$ cat src/rtl/sls_pkg.sv
// Package of constants and types for the start-up status LED sequencer
package sls_pkg;

  // ==========================================================
  // Clock and timing
  // ==========================================================
  localparam int unsigned CLK_HZ = 250_000_000;
  localparam int unsigned STEP_MS = 500;
  localparam int unsigned TIMEOUT_S = 8;
  localparam longint unsigned STEP_CYCLES = longint'(CLK_HZ) * STEP_MS / 1000;
  localparam longint unsigned TIMEOUT_CYCLES = longint'(CLK_HZ) * TIMEOUT_S;
  localparam int unsigned BASIC_INIT_CYCLES = 16;
  localparam int unsigned FLASH_DIV_LOG2 = 23;

  // ==========================================================
  // Register map (plain port)
  // ==========================================================
  localparam logic [3:0] ADDR_CTRL = 4'h0;
  localparam logic [3:0] ADDR_STATUS = 4'h1;
  localparam logic [3:0] ADDR_USER_LED = 4'h2;
  localparam int unsigned CTRL_BUS_DONE = 0;
  localparam int unsigned CTRL_BUS_ERR = 1;
  localparam int unsigned CTRL_LOAD_DONE = 2;
  localparam int unsigned CTRL_INIT_DONE = 3;
  localparam int unsigned CTRL_PROJECT = 4;
  localparam logic [31:0] CTRL_RESET = 32'h0000_0000;
  localparam logic [11:0] USER_LED_RESET = 12'h000;

  // ==========================================================
  // LED bit positions in the twelve-LED vector
  // ==========================================================
  localparam int unsigned LED_GREEN_A = 0;
  localparam int unsigned LED_RED_A = 1;
  localparam int unsigned LED_RED_B = 3;
  localparam int unsigned LED_GREEN_C = 4;
  localparam int unsigned LED_RED_C = 5;
  localparam int unsigned LED_RED_D = 7;
  localparam int unsigned LED_BLUE = 8;

  // Mode selector encoding
  localparam logic [1:0] SEL_STOP = 2'h0;
  localparam logic [1:0] SEL_RUN = 2'h1;
  localparam logic [1:0] SEL_RESET = 2'h2;

  typedef enum logic [3:0] {
    ST_BASIC = 4'h0,
    ST_WAIT_READY = 4'h1,
    ST_BUS_INIT = 4'h2,
    ST_LOAD = 4'h3,
    ST_POWER_ON = 4'h4,
    ST_STOP = 4'h5,
    ST_INIT = 4'h6,
    ST_RUN = 4'h7
  } sls_state_t;

endpackage

$ cat src/rtl/sls_tick_if.sv
// Interface carrying timer ticks between sequencer and its timer
`timescale 1ns/1ps
interface sls_tick_if;
  logic restart;
  logic step_tick;
  logic timeout;
  modport timer (input restart, output step_tick, output timeout);
  modport seq (output restart, input step_tick, input timeout);
endinterface

$ cat src/rtl/sls_timer.sv
// Step and timeout counters for the start-up sequencer
`timescale 1ns/1ps
module sls_timer #(
  parameter longint unsigned STEP_N = sls_pkg::STEP_CYCLES,
  parameter longint unsigned TOUT_N = sls_pkg::TIMEOUT_CYCLES
) (
  // Clock and reset
  input wire logic clk_sys,
  input wire logic reset,
  // Tick port
  sls_tick_if.timer tk
);
  logic [31:0] step_reg;
  logic [31:0] tout_reg;
  logic timeout_reg;
  wire logic step_end = (step_reg == 32'(STEP_N - 1));
  wire logic tout_end = (tout_reg == 32'(TOUT_N - 1));

  // ==========================================================
  // Counters; restart re-aligns both to a stage start
  // ==========================================================
  always_ff @(posedge clk_sys)
  begin
    if (reset || tk.restart)
    begin
      step_reg <= 32'h0000_0000;
      tout_reg <= 32'h0000_0000;
      timeout_reg <= 1'b0;
    end
    else
    begin
      step_reg <= step_end ? 32'h0000_0000 : step_reg + 32'h0000_0001;
      if (!timeout_reg)
        tout_reg <= tout_reg + 32'h0000_0001;
      if (tout_end)
        timeout_reg <= 1'b1;
    end
  end

  assign tk.step_tick = step_end;
  assign tk.timeout = timeout_reg;
endmodule // sls_timer

$ cat src/rtl/sls_seq.sv
// Start-up sequencer with status LEDs and mode selector
// ==========================================================
// Summary of operation
// - Finish basic initialisation, then light the blue indicator.
// - Waiting for ready: blue off, rotate green_a,green_c,red_c,red_a each step.
// - No ready within 8 s lights red_b.
// - After ready, bus init rotates green_a,red_a,red_c,green_c each step.
// - Bus init over 8 s or failing lights red_d.
// - Serial host link enabled in every stage after basic, ready-wait and bus init.
// - Boot project present: load it, flash green_a and red_a.
// - Ready failure blocks user program, raises error, stays stopped.
// - No project: green_c and red_c; stopped with project: red_c only.
// - Init stage: green_c only; running: LEDs follow the user LED register.
// - With red_b lit, never enter running.
// - Bus failure does not block load or run.
// - Running hands all twelve LEDs to the user program.
// - Rotary selector is ignored.
// - Selector: upper is reset, middle stop, bottom run.
// - Start only with selector run and ready received.
// - Reset position resets controller, supply unit and all modules; here the control and user LED registers are cleared only by reset.
// ==========================================================
//
// The register addresses and the strobed register port are this design's own decisions.
`timescale 1ns/1ps
module sls_seq #(
  parameter longint unsigned STEP_N = sls_pkg::STEP_CYCLES,
  parameter longint unsigned TOUT_N = sls_pkg::TIMEOUT_CYCLES,
  parameter int unsigned FLASH_LOG2 = sls_pkg::FLASH_DIV_LOG2
) (
  // Clock and reset
  input wire logic clk_sys,
  input wire logic reset,
  // System links
  input wire logic global_ready,
  output logic system_reset,
  output logic host_link_enable,
  output logic controller_error,
  output logic user_program_run,
  // Selectors
  input wire logic [1:0] mode_selector,
  input wire logic [3:0] rotary_selector,
  // Indicators
  output logic [11:0] user_indicator_block,
  // Register port
  input wire logic [3:0] reg_addr,
  input wire logic [31:0] reg_wdata,
  input wire logic reg_write,
  input wire logic reg_read,
  output logic [31:0] reg_rdata
);
  sls_tick_if tk ();
  sls_pkg::sls_state_t state_reg, state_next;
  logic [31:0] ctrl_reg;
  logic [11:0] user_led_reg;
  logic [31:0] rdata_reg;
  logic [3:0] ring_reg;
  logic [4:0] basic_cnt_reg;
  logic [FLASH_LOG2:0] flash_reg;
  logic ready_fail_reg;
  logic bus_fail_reg;
  logic [11:0] led_reg, led_next;

  // ==========================================================
  // Timer
  // ==========================================================
  sls_timer #(.STEP_N(STEP_N), .TOUT_N(TOUT_N)) u_timer (
    .clk_sys(clk_sys),
    .reset(reset),
    .tk(tk)
  );

  // ==========================================================
  // Decodes
  // ==========================================================
  // Rotary selector deliberately unread: reserved position
  wire logic sel_run = (mode_selector == sls_pkg::SEL_RUN);
  wire logic sel_reset = (mode_selector == sls_pkg::SEL_RESET);
  wire logic project = ctrl_reg[sls_pkg::CTRL_PROJECT];
  wire logic bus_done = ctrl_reg[sls_pkg::CTRL_BUS_DONE];
  wire logic bus_err = ctrl_reg[sls_pkg::CTRL_BUS_ERR];
  wire logic load_done = ctrl_reg[sls_pkg::CTRL_LOAD_DONE];
  wire logic init_done = ctrl_reg[sls_pkg::CTRL_INIT_DONE];
  wire logic basic_done = (basic_cnt_reg == 5'(sls_pkg::BASIC_INIT_CYCLES));
  wire logic run_ok = sel_run && !ready_fail_reg;
  wire logic wr_ctrl = reg_write && (reg_addr == sls_pkg::ADDR_CTRL);
  wire logic wr_user = reg_write && (reg_addr == sls_pkg::ADDR_USER_LED);
  wire logic stage_change = (state_next != state_reg);
  wire logic bus_fail_now = bus_err || tk.timeout;
  wire logic [31:0] status_word = {16'h0000, 1'b0, ready_fail_reg, bus_fail_reg,
    host_link_enable, ring_reg, state_reg, led_reg[3:0]};
  wire logic [31:0] rdata_next = (reg_addr == sls_pkg::ADDR_CTRL) ? ctrl_reg :
    (reg_addr == sls_pkg::ADDR_STATUS) ? status_word :
    (reg_addr == sls_pkg::ADDR_USER_LED) ? {20'h00000, user_led_reg} : 32'h0000_0000;

  assign tk.restart = stage_change;

  // ==========================================================
  // Next-state logic
  // ==========================================================
  always_comb
  begin
    state_next = state_reg;
    case (state_reg)
      sls_pkg::ST_BASIC:
        if (basic_done) state_next = sls_pkg::ST_WAIT_READY;
      sls_pkg::ST_WAIT_READY:
        if (global_ready) state_next = sls_pkg::ST_BUS_INIT;
        else if (tk.timeout) state_next = sls_pkg::ST_STOP;
      sls_pkg::ST_BUS_INIT:
        if (bus_done || bus_fail_now)
          state_next = project ? sls_pkg::ST_LOAD : sls_pkg::ST_POWER_ON;
      sls_pkg::ST_LOAD:
        if (load_done) state_next = sls_pkg::ST_STOP;
      sls_pkg::ST_POWER_ON:
        if (project) state_next = sls_pkg::ST_STOP;
      sls_pkg::ST_STOP:
        if (run_ok && project) state_next = sls_pkg::ST_INIT;
      sls_pkg::ST_INIT:
        if (!run_ok) state_next = sls_pkg::ST_STOP;
        else if (init_done) state_next = sls_pkg::ST_RUN;
      sls_pkg::ST_RUN:
        if (!run_ok) state_next = sls_pkg::ST_STOP;
      default:
        state_next = sls_pkg::ST_BASIC;
    endcase
  end

  // ==========================================================
  // LED pattern selection
  // ==========================================================
  always_comb
  begin
    led_next = 12'h000;
    case (state_reg)
      sls_pkg::ST_BASIC:
        led_next = 12'h000;
      sls_pkg::ST_WAIT_READY:
      begin
        // Counter-clockwise ring, blue off
        led_next[sls_pkg::LED_GREEN_A] = ring_reg[0];
        led_next[sls_pkg::LED_GREEN_C] = ring_reg[1];
        led_next[sls_pkg::LED_RED_C] = ring_reg[2];
        led_next[sls_pkg::LED_RED_A] = ring_reg[3];
      end
      sls_pkg::ST_BUS_INIT:
      begin
        led_next[sls_pkg::LED_GREEN_A] = ring_reg[0];
        led_next[sls_pkg::LED_RED_A] = ring_reg[1];
        led_next[sls_pkg::LED_RED_C] = ring_reg[2];
        led_next[sls_pkg::LED_GREEN_C] = ring_reg[3];
      end
      sls_pkg::ST_LOAD:
      begin
        led_next[sls_pkg::LED_GREEN_A] = flash_reg[FLASH_LOG2];
        led_next[sls_pkg::LED_RED_A] = flash_reg[FLASH_LOG2];
      end
      sls_pkg::ST_POWER_ON:
      begin
        led_next[sls_pkg::LED_GREEN_C] = 1'b1;
        led_next[sls_pkg::LED_RED_C] = 1'b1;
      end
      sls_pkg::ST_STOP:
      begin
        // Stopped without project keeps the power-on pair
        led_next[sls_pkg::LED_RED_C] = 1'b1;
        led_next[sls_pkg::LED_GREEN_C] = !project;
      end
      sls_pkg::ST_INIT:
        led_next[sls_pkg::LED_GREEN_C] = 1'b1;
      sls_pkg::ST_RUN:
        led_next = user_led_reg;
      default:
        led_next = 12'h000;
    endcase
    // Blue marks basic init done, dark while waiting for ready
    if (state_reg != sls_pkg::ST_BASIC && state_reg != sls_pkg::ST_WAIT_READY
        && state_reg != sls_pkg::ST_RUN)
      led_next[sls_pkg::LED_BLUE] = 1'b1;
    if (state_reg != sls_pkg::ST_RUN)
    begin
      led_next[sls_pkg::LED_RED_B] = ready_fail_reg;
      led_next[sls_pkg::LED_RED_D] = bus_fail_reg;
    end
  end

  // ==========================================================
  // State, timers and error latches
  // ==========================================================
  always_ff @(posedge clk_sys)
  begin
    if (reset || sel_reset)
    begin
      state_reg <= sls_pkg::ST_BASIC;
      basic_cnt_reg <= 5'h00;
      ring_reg <= 4'h1;
      ready_fail_reg <= 1'b0;
      bus_fail_reg <= 1'b0;
      flash_reg <= '0;
      led_reg <= 12'h000;
    end
    else
    begin
      state_reg <= state_next;
      led_reg <= led_next;
      // Free-running divider; its top bit sets the flash rate
      flash_reg <= flash_reg + {{FLASH_LOG2{1'b0}}, 1'b1};
      if (!basic_done)
        basic_cnt_reg <= basic_cnt_reg + 5'h01;
      // One lit LED stepping round; re-armed at every stage start
      if (stage_change)
        ring_reg <= 4'h1;
      else if (tk.step_tick)
        ring_reg <= {ring_reg[2:0], ring_reg[3]};
      if (state_reg == sls_pkg::ST_WAIT_READY && !global_ready && tk.timeout)
        ready_fail_reg <= 1'b1;
      if (state_reg == sls_pkg::ST_BUS_INIT && !bus_done && bus_fail_now)
        bus_fail_reg <= 1'b1;
    end
  end

  // ==========================================================
  // Register port: control, status and user LEDs
  // ==========================================================
  always_ff @(posedge clk_sys)
  begin
    if (reset)
    begin
      ctrl_reg <= sls_pkg::CTRL_RESET;
      user_led_reg <= sls_pkg::USER_LED_RESET;
      rdata_reg <= 32'h0000_0000;
    end
    else
    begin
      if (wr_ctrl)
        ctrl_reg <= reg_wdata;
      if (wr_user)
        user_led_reg <= reg_wdata[11:0];
      rdata_reg <= reg_read ? rdata_next : 32'h0000_0000;
    end
  end

  // ==========================================================
  // Outputs
  // ==========================================================
  assign user_indicator_block = led_reg;
  assign reg_rdata = rdata_reg;
  assign system_reset = sel_reset || reset;
  // Host link closed in basic, ready-wait and bus stages, open in every other stage
  assign host_link_enable = (state_reg != sls_pkg::ST_BASIC) &&
    (state_reg != sls_pkg::ST_WAIT_READY) && (state_reg != sls_pkg::ST_BUS_INIT);
  assign controller_error = ready_fail_reg;
  assign user_program_run = (state_reg == sls_pkg::ST_RUN);

  // ==========================================================
  // Checks
  // ==========================================================
  no_run_fail_a: assert property (@(posedge clk_sys) disable iff (reset)
    ready_fail_reg |-> state_reg != sls_pkg::ST_RUN)
    else $error("running with ready failure");
  run_needs_sel_a: assert property (@(posedge clk_sys) disable iff (reset)
    state_reg == sls_pkg::ST_RUN |-> $past(sel_run))
    else $error("run without run selector");
  fail_latched_a: assert property (@(posedge clk_sys) disable iff (reset || sel_reset)
    ready_fail_reg |=> ready_fail_reg)
    else $error("ready failure cleared");
  bus_latched_a: assert property (@(posedge clk_sys) disable iff (reset || sel_reset)
    bus_fail_reg |=> bus_fail_reg)
    else $error("bus failure cleared");
  red_b_shown_a: assert property (@(posedge clk_sys) disable iff (reset || sel_reset)
    $rose(ready_fail_reg) |=> user_indicator_block[sls_pkg::LED_RED_B])
    else $error("red_b not shown");
  link_gate_a: assert property (@(posedge clk_sys) disable iff (reset)
    state_reg == sls_pkg::ST_BUS_INIT |-> !host_link_enable)
    else $error("host link open in bus stage");
  power_on_led_a: assert property (@(posedge clk_sys) disable iff (reset || sel_reset)
    state_reg == sls_pkg::ST_POWER_ON ##1 state_reg == sls_pkg::ST_POWER_ON
    |-> user_indicator_block[5:4] == 2'h3)
    else $error("power-on pattern wrong");
  reset_sel_a: assert property (@(posedge clk_sys) disable iff (reset)
    sel_reset |-> system_reset ##1 state_reg == sls_pkg::ST_BASIC)
    else $error("reset position not obeyed");
  fail_stops_a: assert property (@(posedge clk_sys) disable iff (reset)
    ready_fail_reg |-> state_reg == sls_pkg::ST_STOP)
    else $error("ready failure left stop");
  bus_err_latch_a: assert property (@(posedge clk_sys) disable iff (reset || sel_reset)
    state_reg == sls_pkg::ST_BUS_INIT && !bus_done && bus_err |=> bus_fail_reg)
    else $error("bus error not latched");
  ring_one_hot_a: assert property (@(posedge clk_sys) disable iff (reset)
    $onehot(ring_reg))
    else $error("ring pattern not one-hot");
  wait_blue_off_a: assert property (@(posedge clk_sys) disable iff (reset || sel_reset)
    state_reg == sls_pkg::ST_WAIT_READY ##1 state_reg == sls_pkg::ST_WAIT_READY
    |-> !user_indicator_block[sls_pkg::LED_BLUE])
    else $error("blue lit while waiting");
  init_led_a: assert property (@(posedge clk_sys) disable iff (reset || sel_reset)
    state_reg == sls_pkg::ST_INIT ##1 state_reg == sls_pkg::ST_INIT
    |-> user_indicator_block[sls_pkg::LED_GREEN_C]
    && !user_indicator_block[sls_pkg::LED_GREEN_A])
    else $error("init pattern wrong");
  run_user_led_a: assert property (@(posedge clk_sys) disable iff (reset || sel_reset)
    state_reg == sls_pkg::ST_RUN |=> user_indicator_block == $past(user_led_reg))
    else $error("user LEDs not shown");
endmodule // sls_seq

$ cat config.mk
export PLATFORM = sky130hd
export DESIGN_NAME = sls_seq
export DESIGN_NICKNAME = d
export VERILOG_FILES = /design/src/rtl/sls_pkg.sv /design/src/rtl/sls_tick_if.sv /design/src/rtl/sls_timer.sv /design/src/rtl/sls_seq.sv
export SDC_FILE = /design/constraint.sdc
export NUM_CORES = 1
export LEC_CHECK = 0
export ABC_CLOCK_PERIOD_IN_PS = 5000
export BUFFER_PORTS_ARGS = -buffer_cell sky130_fd_sc_hd__clkbuf_2
export CAP_MARGIN = 20
export CORE_MARGIN = 2
export CORE_UTILIZATION = 62
export CTS_CLUSTER_SIZE = 8
export DETAILED_ROUTE_END_ITERATION = 7
export PLACE_DENSITY = 0.84
export SYNTH_ARGS = -nofsm -noshare
export SYNTH_HDL_FRONTEND = slang
export SYNTH_SLANG_ARGS = --single-unit
$ cat constraint.sdc
create_clock -name clk_sys -period 5 [get_ports clk_sys]
set_input_delay 0.5 -clock clk_sys [delete_from_list [all_inputs] [get_ports clk_sys]]
set_output_delay 0.5 -clock clk_sys [all_outputs]
set_load 0.05 [all_outputs]
==> results.md <==
- Post-cts resize count: 0
- DR vias: 6421
- Post-synth top area cell: dfxtp_1
- CTS buffer count: 17
- # H-tree levels: 4
- Initial core utilization: 64.1%
- Grt ovf: 0
- # rows: 40
- Final count of pins violating max slew: 0
- CP top delay family: simple AND/OR/NAND/NOR gates
- Max Fclk: 293 MHz
- Status: finished, final reports clean
- CP Cell Sequence: nor2b_1 > and4b_1 > a311o_1 > a211oi_1 > nand3_2 > buf_4 > nor3_1
- Synthesized area: 7760 sq um
- Final cell count without fillers: 1153
- Critical Path RT: 5.34 ns
- Crit path kind: reg2reg
- Ys Warns: 0
- Syn_area_per_cell: 8.61 sq um
- Syn_nets: 953
- Top-level I/O count: 95
- Clk slew on worst S/H paths: 0.06 ns
- Clock Tree Buf Depth: 2
- Synth area leaders: dfxtp_1 (50%), nand2_1 (6.1%), xor2_1 (6.1%), nor2_1 (5.7%), a21oi_1 (3.4%)
- Slowest stage cell, crit path: dfxtp_1
- Worst Tran Pin Value: 0.926 ns
- Leakage: 3.32 nW
- Tot GR Track Use: 26.5%
- TritonRoute pass-1 iters: 5
- FF-to-FF setup slack: 1.59 ns
- Power per Cell Area: 341 nW/um^2
- Post-synth top cells: dfxtp_1 (192), nand2_1 (127), nor2_1 (118)
- Clk sink count: 192
- Max-Cap Viols: 0
- Cell variety after synth: 55
- Worst-Skew Late Latency: 0.43 ns
- Die height: 116 um
- Total Wirelength: 17.1 mm
- Final Skew: 0.00768 ns
- Final hold violation count: 0
- Final #Nets: 1026
- Async SR Flop Fraction: 0%
- Data arrival time of the worst path: 3.75 ns
- Max-Slew Margin vs Limit: 38.2%
- Via/cell ratio: 5.57
- Worst path max stage delay: 0.78 ns
- Post-synthesis sequential area ratio: 49.5%
- Placed cell count: 1122
- Initial antenna violation count: 0
- Number of endpoints failing setup at the final stage: 0
- Critical path endpoint: u_timer.step_reg[20]$_SDFF_PP0_
- Unrepaired setup endpoints after global routing: no
- Vias in the first global route: 6037
- Predominant post-synthesis flop cell: dfxtp_1
- Setup TNS: 0 ns
- Endpoint class of the critical path: flip-flop
- N_diodes: 0
- DIE WIDTH: 116 um
- CORE AREA: 12100 sq um
- CTS tree: yes
- Root buffer cell: clkbuf_16
- DRC: 0
- Startpoint Class: flip-flop
- Die ar.: 13400 sq um
- RD Place Congestion: 0.907
- Port-buffer cells: 90
- Crit share post-route: 68.2%
- Hold_buf cts: 0
- Post-CTS Setup Inserts: 0
- Layout cells sized above 1: 13.4%
- Largest net degree at the start of global routing: 47
- Layout overhead on the synthesized area: 14.6%
- Worst min path class: in2reg
- FF-to-FF End: u_timer.step_reg[20]$_SDFF_PP0_
- Hpwl dp: 11.4 mm
- Setup crit start: state_reg[1]$_SDFF_PP0_
- Depth of the most critical reg-to-reg path: 7
- Routed Antenna Nets: 0
- Peak VDD IR: 306 uV
- Worst path bufs/invs: 1
- CP Depth: 7
- Yosys reg bits: 192
- Post-synth top area share: 49.5%
- Post-synthesis instance total: 901
- Min Tclk post-route: 3.41 ns
- Initial DRC count: 580
- Maximum fanout along the worst path: 43
- Reg-to-reg startpoint: state_reg[1]$_SDFF_PP0_
- Number of synthesized flops with an enable pin: 0
- WL/cell: 14.8 um
- Top-count cell post-synth: dfxtp_1
- First-pass GRT wire length: 28.3 mm
-- cells in the final DEF (no fill, tap or decap), types with 9 or more instances in the layout --
cell       instances
nor4_1             9
xnor2_1           30
clkbuf_16         17
a21oi_1           53
nand2_1          127
a22oi_1           13
and3_1            28
nor3_1            48
and2_1            18
nor2_1           117
dfxtp_1          192
clkbuf_2          90
xor2_1            54
nand2b_1          18
inv_1             10
nand3_1           40
nand4_1           21
-- how the worst min path moves through the flow --
stage / slack [ns] / startpoint / to / cells after the start
final: 0.29 / reg_wdata[31] / ctrl_reg[31]$_SDFFE_PP0P_ / 3
after global routing: 0.29 / reg_wdata[24] / ctrl_reg[24]$_SDFFE_PP0P_ / 3
after CTS: 0.28 / reg_wdata[31] / ctrl_reg[31]$_SDFFE_PP0P_ / 3
after detailed placement: 0.44 / ctrl_reg[28]$_SDFFE_PP0P_ / reg_rdata[28]$_SDFF_PP0_ / 1
after global placement: 0.43 / ctrl_reg[21]$_SDFFE_PP0P_ / reg_rdata[21]$_SDFF_PP0_ / 1
after floorplan: 0.43 / flash_reg[0]$_SDFF_PP0_ / flash_reg[0]$_SDFF_PP0_ / 1
-- cell type report --
cell class	instances	area, sq um
sequential	192	3840
multi-input combinational	654	3700
fill	964	3220
timing repair buffer	98	508
clock buffer	24	462
tap	168	210
clock inverter	6	133
inverter	11	41.3
-- where the power goes --
part | internal [mW] | leakage, nW | switching [mW] | total [mW]
combinational | 0.0319 | 1.48 | 0.0677 | 0.0996
clock | 0.844 | 0.284 | 0.536 | 1.38
sequential | 1.54 | 1.55 | 0.00898 | 1.55
-- cell families (layout without fill, tap and decap cells) --
| family | Yosys count | after routing | share of synthesized area, % |
|---|---|---|---|
| compound gates | 91 | 91 | 7.16 |
| xor+xnor | 84 | 84 | 9.48 |
| fa+ha+maj | 5 | 5 | 0.806 |
| buf+inv | 55 | 139 | 2.92 |
| flops | 192 | 192 | 49.5 |
| mux | 9 | 9 | 1.19 |
| other cells | 1 | 1 | 0.0483 |
| simple gates | 464 | 464 | 28.9 |
-- tightest hold or removal path: stages --
cell	delay [ns]
clkbuf_2	0.08
nand2_1	0.04
a21oi_1	0.05
-- per-layer routing --
metal  part of all wire, %  wire length (um)  track usage [%]  vias to the layer above
li1                      -                 -                -                     3188
met1                    42              7240             32.1                     3060
met2                    51              8630             45.1                      140
met3                   4.7               807             7.27                       33
met4                   2.2               380             10.5                        0
met5                     0                 0                0                        -
-- through the flow --
stage / hold WS (ns) / cell area [sq um] / power [mW] / util, % / setup WS (ns)
after floorplan: 0.426 / 7760 / 1.64 / - / 2.69
after global placement: 0.434 / 8300 / 1.68 / 68.5 / 1.69
after detailed placement: 0.441 / 8300 / 1.68 / 68.5 / 1.62
after global routing: 0.290 / 8890 / 3.13 / 73.4 / 1.32
final: 0.288 / 8890 / 3.03 / 73.4 / 1.59
after CTS: 0.280 / 8890 / 3.04 / 73.4 / 1.62
Note: power is estimated with default switching activity, not from simulation.
